--- src/gppa_pkg.sv ---
// Shared constants and carriers for general purpose port A.
package gppa_pkg;

  // Port width in pins.
  localparam int unsigned PORT_W = 8;

  // Depth of the pin input synchroniser.
  localparam int unsigned SYNC_STAGES = 2;

  // Position of the input-only pin.
  localparam int unsigned INPUT_ONLY_POS = 5;

  // Positions of the two weak current source pins.
  localparam int unsigned CSRC_LO_POS = 2;
  localparam int unsigned CSRC_HI_POS = 3;

  // Pins that have a weak pull-up: 1:0 and 5.
  localparam logic [7:0] PULLUP_MASK = 8'h23;

  // True open-drain pins 7 and 4.
  localparam logic [7:0] OPEN_DRAIN_MASK = 8'h90;

  // The input-only pin, never driven.
  localparam logic [7:0] INPUT_ONLY_MASK = 8'h20;

  // Push-pull pins 6, 3:0.
  localparam logic [7:0] PUSH_PULL_MASK = 8'h4f;

  // Values after reset.
  localparam logic [7:0] DIR_RST   = 8'hff;
  localparam logic [7:0] LATCH_RST = 8'h00;
  localparam logic [7:0] ANSEL_RST = 8'hff;
  localparam logic [7:0] WPU_RST   = 8'h00;
  localparam logic [7:0] IOC_RST   = 8'h00;

  // Register that a write request is aimed at.
  typedef enum logic [2:0] {
    GPPA_SEL_DIR,
    GPPA_SEL_DATA,
    GPPA_SEL_ANSEL,
    GPPA_SEL_WPU,
    GPPA_SEL_IOC
  } gppa_sel_e;

  // One write request from the processor side.
  typedef struct packed {
    logic       wr;
    gppa_sel_e  sel;
    logic [7:0] data;
    logic [7:0] mask;
  } gppa_wr_s;

  // One peripheral output source for all pins.
  typedef struct packed {
    logic [7:0] en;
    logic [7:0] dat;
  } gppa_periph_s;

  // Register read-back view.
  typedef struct packed {
    logic [7:0] dir;
    logic [7:0] data;
    logic [7:0] ansel;
    logic [7:0] wpu;
    logic [7:0] ioc;
  } gppa_rd_s;

endpackage : gppa_pkg

--- src/gppa_sync.sv ---
`timescale 1ns/1ns
// Multi-stage synchroniser for a group of level inputs.
module gppa_sync #(
  parameter int unsigned WIDTH  = 8,
  parameter int unsigned STAGES = 2
) (
  input  wire logic             core_clk,
  input  wire logic             rst_n,
  input  wire logic [WIDTH-1:0] d,
  output logic      [WIDTH-1:0] q
);

  // Shift chain; only the next stage reads each earlier stage.
  logic [WIDTH-1:0] chain [STAGES];

  // Shift the inputs through the chain; reset loads a constant.
  always_ff @(posedge core_clk or negedge rst_n)
  begin
    if (!rst_n)
    begin
      for (int i = 0; i < STAGES; i++)
        chain[i] <= '0;
    end
    else
    begin
      chain[0] <= d;
      for (int i = 1; i < STAGES; i++)
        chain[i] <= chain[i-1];
    end
  end

  // The last stage is the only one seen by the outside.
  assign q = chain[STAGES-1];

endmodule : gppa_sync

--- src/gppa_port.sv ---
`timescale 1ns/1ns
module gppa_port (
  input  wire logic                  core_clk,
  input  wire logic                  rst_n,
  input  gppa_pkg::gppa_wr_s         wr_req,
  output gppa_pkg::gppa_rd_s         rd_view,
  input  gppa_pkg::gppa_periph_s     periph_hi,
  input  gppa_pkg::gppa_periph_s     periph_lo,
  input  wire logic                  external_reset_pin,
  input  wire logic                  pullup_global_disable,
  input  wire logic [7:0]            pin_in,
  output logic      [7:0]            pin_out,
  output logic      [7:0]            pin_oe,
  output logic      [7:0]            pullup_on,
  output logic      [1:0]            current_source_on,
  output logic      [7:0]            change_event
);

  // Reset synchroniser stages; the second one resets the design.
  logic       rst_meta_n;
  logic       rst_sync_n;

  // Software registers.
  logic [7:0] pin_direction_bits;
  logic [7:0] port_latch;
  logic [7:0] analog_select_bits;
  logic [7:0] pullup_enable_bits;
  logic [7:0] change_interrupt_enables;

  // Global pull-up disable, caught once after reset release.
  logic       pu_gdis;
  logic       strap_taken;

  // Synchronised pin levels and their previous value.
  logic [7:0] pin_sync;
  logic [7:0] pin_prev;

  // Digital view of the pins, masked by analog select.
  logic [7:0] port_pin_data;

  // Combinational next values for the pin drivers.
  logic [7:0] next_out;
  logic [7:0] next_oe;

  // Release reset through two flops so all flops leave reset together.
  always_ff @(posedge core_clk or negedge rst_n)
  begin
    if (!rst_n)
    begin
      rst_meta_n <= 1'b0;
      rst_sync_n <= 1'b0;
    end
    else
    begin
      rst_meta_n <= 1'b1;
      rst_sync_n <= rst_meta_n;
    end
  end

  // Pins are asynchronous board signals; sample them safely first.
  gppa_sync #(
    .WIDTH  (gppa_pkg::PORT_W),
    .STAGES (gppa_pkg::SYNC_STAGES)
  ) u_pin_sync (
    .core_clk (core_clk),
    .rst_n    (rst_sync_n),
    .d        (pin_in),
    .q        (pin_sync)
  );

  // Analog pins read zero; digital pins read their real level.
  assign port_pin_data = pin_sync & ~analog_select_bits;

  // Direction register; pin 5 is held at one whatever is written.
  always_ff @(posedge core_clk or negedge rst_sync_n)
  begin
    if (!rst_sync_n)
      pin_direction_bits <= gppa_pkg::DIR_RST;
    else if (wr_req.wr && wr_req.sel == gppa_pkg::GPPA_SEL_DIR)
    begin
      pin_direction_bits <= (pin_direction_bits & ~wr_req.mask)
                          | (wr_req.data & wr_req.mask)
                          | gppa_pkg::INPUT_ONLY_MASK;
    end
  end

  // Output latch. Unwritten bits take the pin levels as read now, so
  // a write behaves like read-modify-write; analog pins read zero and
  // therefore can lose their latch value, as software must expect.
  always_ff @(posedge core_clk or negedge rst_sync_n)
  begin
    if (!rst_sync_n)
      port_latch <= gppa_pkg::LATCH_RST;
    else if (wr_req.wr && wr_req.sel == gppa_pkg::GPPA_SEL_DATA)
    begin
      port_latch <= (port_pin_data & ~wr_req.mask)
                  | (wr_req.data & wr_req.mask);
    end
  end

  // Analog select register; every pin starts in analog mode.
  always_ff @(posedge core_clk or negedge rst_sync_n)
  begin
    if (!rst_sync_n)
      analog_select_bits <= gppa_pkg::ANSEL_RST;
    else if (wr_req.wr && wr_req.sel == gppa_pkg::GPPA_SEL_ANSEL)
    begin
      analog_select_bits <= (analog_select_bits & ~wr_req.mask)
                          | (wr_req.data & wr_req.mask);
    end
  end

  // Pull-up enables; bits 3:2 are kept since they steer current sources.
  always_ff @(posedge core_clk or negedge rst_sync_n)
  begin
    if (!rst_sync_n)
      pullup_enable_bits <= gppa_pkg::WPU_RST;
    else if (wr_req.wr && wr_req.sel == gppa_pkg::GPPA_SEL_WPU)
    begin
      pullup_enable_bits <= (pullup_enable_bits & ~wr_req.mask)
                          | (wr_req.data & wr_req.mask);
    end
  end

  // Change interrupt enables, one per pin, all off after reset.
  always_ff @(posedge core_clk or negedge rst_sync_n)
  begin
    if (!rst_sync_n)
      change_interrupt_enables <= gppa_pkg::IOC_RST;
    else if (wr_req.wr && wr_req.sel == gppa_pkg::GPPA_SEL_IOC)
    begin
      change_interrupt_enables <= (change_interrupt_enables & ~wr_req.mask)
                                | (wr_req.data & wr_req.mask);
    end
  end

  // The global pull-up disable is a strap: caught once after release.
  always_ff @(posedge core_clk or negedge rst_sync_n)
  begin
    if (!rst_sync_n)
    begin
      strap_taken <= 1'b0;
      pu_gdis     <= 1'b0;
    end
    else if (!strap_taken)
    begin
      strap_taken <= 1'b1;
      pu_gdis     <= pullup_global_disable;
    end
  end

  // Per-pin drive: peripherals outrank the latch, the high source first.
  // Analog select plays no part, so analog pins still drive if asked.
  generate
    for (genvar i = 0; i < gppa_pkg::PORT_W; i++)
    begin : g_pin
      logic val;
      // Pick the value of the strongest enabled source.
      assign val = periph_hi.en[i] ? periph_hi.dat[i] :
                   periph_lo.en[i] ? periph_lo.dat[i] :
                   port_latch[i];
      if (gppa_pkg::INPUT_ONLY_MASK[i])
      begin : g_in_only
        // The input-only pin has no driver at all.
        assign next_oe[i]  = 1'b0;
        assign next_out[i] = 1'b0;
      end
      else if (gppa_pkg::OPEN_DRAIN_MASK[i])
      begin : g_od
        // Only pull low; a one releases the pin to the board.
        assign next_oe[i]  = ~pin_direction_bits[i] & ~val;
        assign next_out[i] = 1'b0;
      end
      else
      begin : g_pp
        // Push-pull: the direction bit alone gates the driver.
        assign next_oe[i]  = ~pin_direction_bits[i];
        assign next_out[i] = val;
      end
    end
  endgenerate

  // Register the pin drivers so the pads see clean edges.
  always_ff @(posedge core_clk or negedge rst_sync_n)
  begin
    if (!rst_sync_n)
    begin
      pin_out <= '0;
      pin_oe  <= '0;
    end
    else
    begin
      pin_out <= next_out;
      pin_oe  <= next_oe;
    end
  end

  // Pull-ups and current sources. A pin set as output never pulls up;
  // the reset-pin select turns on pin 5's pull-up on its own.
  always_ff @(posedge core_clk or negedge rst_sync_n)
  begin
    if (!rst_sync_n)
    begin
      pullup_on         <= '0;
      current_source_on <= '0;
    end
    else
    begin
      pullup_on <= (pullup_enable_bits & gppa_pkg::PULLUP_MASK
                    & pin_direction_bits & {8{~pu_gdis}})
                 | (gppa_pkg::INPUT_ONLY_MASK & {8{external_reset_pin}});
      current_source_on <= {pullup_enable_bits[gppa_pkg::CSRC_HI_POS],
                            pullup_enable_bits[gppa_pkg::CSRC_LO_POS]};
    end
  end

  // Change detection on synchronised levels; one-cycle pulse per pin.
  always_ff @(posedge core_clk or negedge rst_sync_n)
  begin
    if (!rst_sync_n)
    begin
      pin_prev     <= '0;
      change_event <= '0;
    end
    else
    begin
      pin_prev     <= pin_sync;
      change_event <= (pin_sync ^ pin_prev) & change_interrupt_enables;
    end
  end

  // Read-back view, registered; pin 5 direction shows one once out of reset, zero during reset.
  always_ff @(posedge core_clk or negedge rst_sync_n)
  begin
    if (!rst_sync_n)
      rd_view <= '0;
    else
    begin
      rd_view.dir   <= pin_direction_bits | gppa_pkg::INPUT_ONLY_MASK;
      rd_view.data  <= port_pin_data;
      rd_view.ansel <= analog_select_bits;
      rd_view.wpu   <= pullup_enable_bits;
      rd_view.ioc   <= change_interrupt_enables;
    end
  end
endmodule : gppa_port

--- config.mk ---
export PLATFORM = sky130hd
export DESIGN_NAME = gppa_port
export DESIGN_NICKNAME = d
export VERILOG_FILES = /design/src/gppa_pkg.sv /design/src/gppa_sync.sv /design/src/gppa_port.sv
export SDC_FILE = /design/constraint.sdc
export NUM_CORES = 1
export LEC_CHECK = 0
export CAP_MARGIN = 20
export CORE_MARGIN = 2
export CORE_UTILIZATION = 65
export CTS_BUF_LIST = sky130_fd_sc_hd__clkbuf_8
export CTS_CLUSTER_DIAMETER = 200
export DETAILED_ROUTE_END_ITERATION = 16
export DONT_BUFFER_PORTS = 1
export PLACE_DENSITY = 0.84
export RECOVER_POWER = 50
export SYNTH_ARGS = -nofsm -noshare
export SYNTH_HDL_FRONTEND = slang
export SYNTH_SLANG_ARGS = --single-unit
--- constraint.sdc ---
create_clock -name core_clk -period 5.3 [get_ports core_clk]
set_clock_uncertainty 0.1 [all_clocks]
set_input_delay 0 -clock core_clk [delete_from_list [all_inputs] [get_ports core_clk]]
set_output_delay 0 -clock core_clk [all_outputs]
set_load 0.05 [all_outputs]
==> flow_summary.toml, run 1 <==
[synthesis]
synth_warnings = 0
synth-compound-area-share = 0.03104
synth_top_area_cell = "dfrtp_1"
postSynthAreaPerCell_sq_um = 15.15
syn_inst = 290
synth_top_family_by_area = "multiplexers"
synth_cell_types = 23
synth_xor_area_frac = 0.01595
ys_top_cells_by_area = "dfrtp_1 64%, dfstp_2 9.0%, mux2_2 7.7%, mux2i_1 2.7%, nand2_1 2.6%"
yosysTopAreaCellShare = 0.6435
yosys.area_share.simple = 0.07603
muxShareOfSynthArea = 0.1068
yosysSeqAreaShare = 0.7332
syn_area_sq_um = 4394
yosys_register_bits = 128
synthAdderAreaFrac = 0

[power]
pwr-share-clk = 0.305
power_density_nw_per_um2 = 491.5
power.internal_w = 0.001721
netSwitchingFraction = 0.3431
ir_drop_uv = 301.1
share_comb_of_total_power = 0.082
p_seq_frac = 0.613
power_switching_w = 0.0008989
p_leak_nw = 2.425

[global_route]
grt.total_usage = 0.2563
antenna_found_initial = 0
grt_pass1_wl_um = 13850
grt_overflow = 0
grt_max_degree = 67
grt_pass1_vias = 2741

[timing]
finalSetupTns_ns = 0
slew_viol_final = 67
relSlewSlack = -0.6508
rsz0062_at_grt = "no"
fin_crit_sh = 0.5584
timing.fmax_mhz = 337.9
fin_crit_ns = 2.960
report.final.hold_viol_count = 0
setup_viol = 0
worst_pin_slew_ns = 2.476

[clocking]
clkTransAtPathRegs_ns = 0.07
postCtsHoldBufs = 54
cts_setup_buffers = 0
cts.path.max_buffers = 2
cts_buffers = 17
clk_latency_ns = 0.42
clockRootBuffer = "clkbuf_8"
cts.sinks = 128
cts_resized = 0
htreeDepth = 4
cts_tree = "done"

[worst_setup_path]
path_class = "register to async pin"
crit_path_max_fanout = 66
worstPathCellList = "buf_4"
arrival_ns = 3.33
critical_path.top_delay_family = "flip-flops"
start_kind = "register"
cpPeakStageDelay_ns = 2.03
crit_start = "rst_sync_n$_DFF_PN0_"
endpoint_kind = "async pin"
cp.required_ns = 5.67
cp_slowest_cell = "dfrtp_1"
path_buf_inv = 1
rr_startpoint = "rst_sync_n$_DFF_PN0_"

[job]
drv_cap = 1

[final_layout]
post-route-util = 0.8255
syn_to_final_growth_pct = 21.33
layout.cells.non_filler = 446
most-common-layout-cells = "113 x dfrtp_1, 54 x dlygate4sd3_1, 31 x nand2_1"
fin_nets = 420
drive_gt1_frac = 0.1924
layout_commonest_cell = "dfrtp_1"
antennaDiodeCount = 0

[detailed_routing]
drt_pass1_iterations = 4
routed_wl_um = 8660
drc_errors = 0
drt_iter0_markers = 118
wl_per_cell_um = 19.42
vias_per_cell = 5.563
num_vias = 2481
antenna_left = 0

[floorplanning]
num_io_pins = 138
die_h_um = 86.22
num_rows = 29
die-width_um = 86.22
initial_core_util = 0.6804
coreArea_sq_um = 6459
dieArea_sq_um = 7434

[outcome]
status = "complete, but fails checks"
violations = "capacitance limit, slew limit"

[placed_design]
place_hpwl_um = 4966
routabilityCongestion = 0.7438
dp.cells = 360
port_buffers = 0

[min_path]
min_path_type = "input pin to register"
min-delay-start = "wr_req[16]"
[final cells by class]
type,instances,area (sq um)
Fill cell,314,1127
Tap cell,77,96.34
Multi-Input combinational cell,148,1051
Inverter,6,22.52
Clock inverter,12,116.4
Clock buffer,20,275.3
Timing Repair Buffer,55,548.0
Sequential cell,128,3222
[metal layers]
layer / track usage / wire (um) / vias up
met4: 0.1108 / 173 / 0
met2: 0.4242 / 4623 / 101
met3: 0.08762 / 521 / 18
li1: - / - / 1081
met5: 0 / 0 / -
met1: 0.3093 / 3341 / 1281
[logic make-up (layout without fill, tap and decap cells)]
family / after synthesis / count (layout)
XOR/XNOR: 8 / 8
other: 2 / 11
AND/OR/NAND/NOR: 63 / 63
multiplexers: 43 / 43
flip-flops: 128 / 128
AO/OA/AOI/OAI: 23 / 23
buffers and inverters: 23 / 93
[Yosys cell counts]
| cell | number |
|---|---|
| and2_1 | 8 |
| nor2_1 | 9 |
| a21o_1 | 1 |
| dfstp_2 | 15 |
| nand2_1 | 31 |
| dfrtp_1 | 113 |
| buf_6 | 2 |
| and3_1 | 2 |
| xor2_1 | 8 |
| nor4b_4 | 1 |
| a31o_2 | 5 |
| mux2_1 | 1 |
| mux2i_1 | 12 |
| o21ai_0 | 5 |
| inv_1 | 6 |
| and4b_1 | 1 |
| buf_4 | 14 |
| mux2_2 | 30 |
| nor2b_1 | 8 |
| conb_1 | 2 |
| buf_2 | 1 |
| and4bb_2 | 3 |
| a21oi_1 | 12 |
[power by group through the flow]
stage          Sequential [W]  Clock, W  Combinational, W
2_1_floorplan         0.00159         0          0.000149
3_3_place_gp          0.00162         0          0.000140
3_5_place_dp          0.00163         0          0.000151
4_1_cts               0.00161  0.000812          0.000211
5_1_grt               0.00163  0.000862          0.000236
6_report              0.00161  0.000800          0.000214
[through the flow]
stage	setup WS [ns]	power [W]	hold WS (ns)	instance area (sq um)
final	2.340	0.002620	0.01687	5331
after floorplan	1.396	0.001736	-0.3956	4428
after CTS	2.773	0.002638	0.0009722	5335
after global routing	1.730	0.002727	0.008727	5331
after detailed placement	3.454	0.001782	-0.3955	4403
after global placement	3.495	0.001763	-0.3955	4403
[worst paths after layout]
kind                       cells past startpoint                        end  slack [ns]
setup reg to reg                               1  u_pin_sync.q[1]$_DFF_PN0_        2.34
setup / recovery                               1  u_pin_sync.q[1]$_DFF_PN0_        2.34
hold / removal                                 2  port_latch[0]$_DFFE_PN0P_        0.02
max in group core_clk                          6                   register        2.71
min in group asynchronous                      2       rst_meta_n$_DFF_PN0_        0.24
hold reg to reg                                0  u_pin_sync.q[6]$_DFF_PN0_        0.25
No activity file was read; power rests on OpenSTA's default activity.
==> inputs of run 2 (changes only) <==
==> constraint.sdc (replaced) <==
create_clock -name core_clk -period 2.9 [get_ports core_clk]
set_clock_uncertainty 0.1 [all_clocks]
set_input_delay 0 -clock core_clk [delete_from_list [all_inputs] [get_ports core_clk]]
set_output_delay 0 -clock core_clk [all_outputs]
set_load 0.05 [all_outputs]
==> flow_summary.toml, run 2 (same netlist as run 1, synthesis figures left out) <==
[outcome]
status = "finished clean"

[min_path]
hold_end = "port_latch[0]$_DFFE_PN0P_"
min_path_type = "input pin to register"
min-delay-start = "wr_req[19]"
hold_depth = 2

[timing]
report.final.hold_viol_count = 0
slew_viol_final = 0
fin_crit_sh = 0.7324
finalSetupTns_ns = 0
rsz0062_at_grt = "no"
setup_viol = 0
fin_crit_ns = 2.124
relSlewSlack = 0.4221
worst_pin_slew_ns = 0.8675
timing.fmax_mhz = 470.8

[worst_setup_path]
cp_slowest_cell = "dlygate4sd3_1"
path_buf_inv = 2
rr_startpoint = "port_latch[7]$_DFFE_PN0P_"
crit_start = "wr_req[17]"
path_depth = 5
crit_path_max_fanout = 9
start_kind = "input pin"
r2r-end = "pin_oe[7]$_DFF_PN0_"
path_common_cell = "dlygate4sd3_1"
rrSetupSlack_ns = 1.16
r2r_cells = 4
arrival_ns = 2.37
path_class = "input pin to register"
cp.required_ns = 3.14
endpoint_kind = "register"
critical_path.top_delay_family = "buffers and inverters"
cpPeakStageDelay_ns = 0.90
worstPathCellList = "dlygate4sd3_1, nor4b_4, dlygate4sd3_1, nand2_1, mux2_2"

[power]
netSwitchingFraction = 0.3242
p_seq_frac = 0.572
ir_drop_uv = 678.1
pwr-share-clk = 0.351
power_switching_w = 0.001664
power_density_nw_per_um2 = 939.1
share_comb_of_total_power = 0.077
power.internal_w = 0.003469
p_leak_nw = 2.485

[clocking]
cts_tree = "done"
cts_setup_buffers = 0
cts_resized = 0
clkTransAtPathRegs_ns = 0.07
postCtsHoldBufs = 55
clockRootBuffer = "clkbuf_8"
cts.path.max_buffers = 2
htreeDepth = 4
clk_latency_ns = 0.41
cts_buffers = 17
cts.sinks = 128

[detailed_routing]
routed_wl_um = 8760
wl_per_cell_um = 19.51
antenna_left = 0
vias_per_cell = 5.535
num_vias = 2485
drt_iter0_markers = 69
drt_pass1_iterations = 4
drc_errors = 0

[floorplanning]
die-width_um = 86.22
num_rows = 29
coreArea_sq_um = 6459
die_h_um = 86.22
num_io_pins = 138
dieArea_sq_um = 7434
initial_core_util = 0.6804

[final_layout]
most-common-layout-cells = "112 x dfrtp_1, 55 x dlygate4sd3_1, 31 x nand2_1"
layout_commonest_cell = "dfrtp_1"
fin_nets = 423
post-route-util = 0.8462
regArea_sq_um = 3226
antennaDiodeCount = 0
n_fill_cell = 314
drive_gt1_frac = 0.2043
multi_input_area_sq_um = 1051
syn_to_final_growth_pct = 24.37

[global_route]
grt_pass1_wl_um = 13830
antenna_found_initial = 0
grt_overflow = 0
grt_pass1_vias = 2626
grt_max_degree = 59
grt.total_usage = 0.2575

[placed_design]
port_buffers = 0
place_hpwl_um = 4861
routabilityCongestion = 0.7552

[job]
drv_cap = 0
[run 2: cell types whose count changed in the layout (fill, tap and decap cells not counted), moves of 2 or more]
cell and change:
bufinv_16 +4, clkbuf_8 -2, clkinv_4 +2, clkinvlp_4 -2, clkinv_2 -4, dfstp_2 +2, dfstp_1 -2, inv_6 +2
[run 2: area by class of cell]
class                   count  area share
clock buffers              18     0.04533
clock inverters            14     0.04327
inverters                   6    0.004121
multi-input cells         148      0.1923
flip-flops and latches    128      0.5902
well taps                  77     0.01763
repair buffers             58      0.1071
[run 2: worst max path at each step]
stage	endpoint	slack (ns)
floorplan	async pin	0.68
global placement	register	1.57
detailed placement	register	1.56
CTS	register	0.81
global route	register	0.72
finish	register	0.78
[run 2: worst reg2reg max path: cells and delay by family, from the launching register on]
| kind | cells | cell delay (ns) |
|---|---|---|
| and+or+nand+nor | 1 | 0.09 |
| DFF | 1 | 0.40 |
| buffers and inverters | 1 | 0.56 |
| muxes | 2 | 0.53 |
[run 2: per-stage QoR]
step | total power, W | hold slack (ns) | setup WS, ns | instances | instance area, sq um
floorplan | 0.003172 | -0.3956 | 0.6824 | 299 | 4429
global placement | 0.003229 | -0.3955 | 1.570 | 362 | 4431
detailed placement | 0.003258 | -0.3955 | 1.558 | 362 | 4431
CTS | 0.005158 | 0.008630 | 0.8126 | 449 | 5465
global route | 0.005317 | 0.008090 | 0.7240 | 449 | 5465
finish | 0.005133 | 0.02822 | 0.7760 | 449 | 5465
[run 2: per-layer routing]
metal / global-route usage / vias to the layer above / wire length (um)
met5: 0 / - / 0
met4: 0.08665 / 0 / 88
met3: 0.1038 / 9 / 590
met2: 0.4299 / 105 / 4724
met1: 0.3077 / 1288 / 3357
li1: - / 1083 / -
[run 2: power by group through the flow]
stage          clock network (W)  registers [W]  logic (W)
6_report                 0.00180        0.00294   0.000397
5_1_grt                  0.00190        0.00298   0.000438
4_1_cts                  0.00182        0.00295   0.000388
3_5_place_dp                   0        0.00298   0.000279
3_3_place_gp                   0        0.00297   0.000264
2_1_floorplan                  0        0.00290   0.000273
==> inputs of run 3 (changes only) <==
--- a/config.mk
+++ b/config.mk
@@ -5,14 +5,15 @@
 export SDC_FILE = /design/constraint.sdc
 export NUM_CORES = 1
 export LEC_CHECK = 0
+export ABC_AREA = 1
 export CAP_MARGIN = 20
 export CORE_MARGIN = 2
-export CORE_UTILIZATION = 65
+export CORE_UTILIZATION = 59
 export CTS_BUF_LIST = sky130_fd_sc_hd__clkbuf_8
 export CTS_CLUSTER_DIAMETER = 200
 export DETAILED_ROUTE_END_ITERATION = 16
 export DONT_BUFFER_PORTS = 1
-export PLACE_DENSITY = 0.84
+export PLACE_DENSITY = 0.81
 export RECOVER_POWER = 50
 export SYNTH_ARGS = -nofsm -noshare
 export SYNTH_HDL_FRONTEND = slang
==> constraint.sdc (replaced) <==
create_clock -name core_clk -period 1.9 [get_ports core_clk]
set_clock_uncertainty 0.1 [all_clocks]
set_input_delay 0 -clock core_clk [delete_from_list [all_inputs] [get_ports core_clk]]
set_output_delay 0 -clock core_clk [all_outputs]
set_load 0.05 [all_outputs]
==> flow_summary.toml, run 3 <==
[final_layout]
layout_commonest_cell = "nand2_1"
syn_to_final_growth_pct = 31.29
fin_nets = 600
most-common-layout-cells = "113 x nand2_1, 112 x dfrtp_1, 91 x dlygate4sd3_1"
antennaDiodeCount = 0
drive_gt1_frac = 0.09836

[power]
power_switching_w = 0.002554
p_leak_nw = 2.906
netSwitchingFraction = 0.3440
pwr-share-clk = 0.326
power.internal_w = 0.004870
power.total_w = 0.007423
share_comb_of_total_power = 0.107
ir_drop_uv = 718.2
p_seq_frac = 0.567
power_density_nw_per_um2 = 1229

[synthesis]
synth_commonest_cells = "113 x dfrtp_1, 113 x nand2_1, 62 x nand3_1"
syn_area_sq_um = 4602
syn_inst = 432
synth_edf_count = 0
ys_top_cells_by_area = "dfrtp_1 61%, nand2_1 9.2%, dfstp_2 8.6%, nand3_1 6.7%, inv_1 3.0%"
postSynthAreaPerCell_sq_um = 10.65
yosysSeqAreaShare = 0.7001
synthArstFlopShare = 1.000
yosys_register_bits = 128
synth_flop_cell = "dfrtp_1"
synth_top_area_cell = "dfrtp_1"
yosysTopAreaCellShare = 0.6145
synth_warnings = 0
synth_cell_types = 20

[timing]
rsz0062_at_grt = "no"
fin_crit_sh = 0.9548
timing.fmax_mhz = 551.2
relSlewSlack = 0.2812
setup_viol = 0
slew_viol_final = 0
finalSetupTns_ns = 0
fin_crit_ns = 1.814
report.final.hold_viol_count = 0
worst_pin_slew_ns = 1.078

[placed_design]
routabilityCongestion = 0.7613
place_hpwl_um = 5892
port_buffers = 0

[clocking]
clockRootBuffer = "clkbuf_8"
cts_tree = "done"
htreeDepth = 4
cts_buffers = 17
cts.path.max_buffers = 2
cts.sinks = 128
clkTransAtPathRegs_ns = 0.07
clk_latency_ns = 0.42

[floorplanning]
dieArea_sq_um = 8522
die-width_um = 92.32
coreArea_sq_um = 7647
num_io_pins = 138
initial_core_util = 0.6018
die_h_um = 92.32
num_rows = 32

[global_route]
grt_pass1_wl_um = 17400
grt_pass1_vias = 3544
grt.total_usage = 0.2745
grt_overflow = 0
antenna_found_initial = 0
grt_max_degree = 127

[detailed_routing]
antenna_left = 0
drc_errors = 0
routed_wl_um = 10950
drt_pass1_iterations = 6
wl_per_cell_um = 16.82
drt_iter0_markers = 225
num_vias = 3480
vias_per_cell = 5.346

[worst_setup_path]
worstPathCellList = "dlygate4sd3_1, nand3_1, dlygate4sd3_1, nand2_1, dlygate4sd3_1"
rrSetupSlack_ns = 0.34
r2r_cells = 5
crit_path_max_fanout = 8
arrival_ns = 2.08
path_class = "input pin to register"
cp.required_ns = 2.16
path_common_cell = "dlygate4sd3_1"
rr_startpoint = "port_latch[4]$_DFFE_PN0P_"
cp_slowest_cell = "dlygate4sd3_1"
endpoint_kind = "register"
crit_start = "wr_req[1]"
r2r-end = "pin_oe[4]$_DFF_PN0_"
cpPeakStageDelay_ns = 0.70
start_kind = "input pin"

[min_path]
min_path_type = "input pin to register"

[outcome]
status = "finished clean"

[job]
drv_cap = 0
==> run 3: critical path: cells and delay by family <==
| family | cells | cell delay, ns |
|---|---|---|
| buffers and inverters | 3 | 1.87 |
| AND/OR/NAND/NOR | 2 | 0.20 |
==> run 3: final cells by class <==
| cell class | count | area [sq um] |
|---|---|---|
| tap | 102 | 127.6 |
| timing repair buffer | 98 | 972.2 |
| multi-input combinational | 251 | 1145 |
| clock inverter | 13 | 160.2 |
| clock buffer | 19 | 261.5 |
| inverter | 40 | 150.1 |
| fill | 455 | 1605 |
| sequential | 128 | 3226 |
==> run 3: cell families (layout without fill, tap and decap cells) <==
| kind of cell | after synthesis | in the layout | synth area share |
|---|---|---|---|
| AO/OA/AOI/OAI | 31 | 31 | 0.03535 |
| buffers and inverters | 62 | 170 | 0.06117 |
| flip-flops | 128 | 128 | 0.7001 |
| multiplexers | 1 | 1 | 0.002447 |
| other | 2 | 11 | 0.001632 |
| AND/OR/NAND/NOR | 208 | 208 | 0.1993 |
==> run 3: what timing repair did <==
item	in CTS	in global routing
hold endpoints to repair	57	6
resized for setup	0	4
buffers inserted	0	1
setup endpoints to repair	0	13
hold buffers	90	4
==> run 3: worst min-delay path by stage <==
stage	startpoint	end	cells after the start
final	wr_req[19]	register	6
after global routing	pin_in[3]	u_pin_sync.chain[11]$_DFF_PN0_	1
after CTS	pin_in[5]	u_pin_sync.chain[13]$_DFF_PN0_	1
after detailed placement	rst_n	rst_meta_n$_DFF_PN0_	0
after global placement	rst_n	rst_meta_n$_DFF_PN0_	0
after floorplan	rst_n	rst_meta_n$_DFF_PN0_	0
==> run 3: through the flow <==
step           worst slack, ns  hold slack [ns]    util  cell area (sq um)  std cells
2_1_floorplan           0.4472          -0.3956       -               4639        441
3_3_place_gp            0.8325          -0.3955  0.6127               4686        526
3_5_place_dp            0.7674          -0.3955  0.6127               4686        526
4_1_cts                0.03815        0.0008001  0.7857               6008        648
5_1_grt                0.06509         0.006887  0.7901               6042        651
6_report               0.08589          0.01051  0.7901               6042        651
==> run 3: power groups by stage <==
stage / logic (W) / registers [W] / clock network, W
after floorplan: 0.000397 / 0.00425 / 0
after global routing: 0.000881 / 0.00425 / 0.00258
final: 0.000794 / 0.00421 / 0.00242
after global placement: 0.000496 / 0.00426 / 0
after CTS: 0.000763 / 0.00423 / 0.00247
after detailed placement: 0.000522 / 0.00428 / 0
==> run 3: metal layers <==
layer,part of all wire,global-route usage,vias to the layer above
li1,-,-,1556
met1,0.38,0.3307,1678
met2,0.50,0.4562,210
met3,0.090,0.08462,36
met4,0.033,0.1244,0
met5,0,0,-
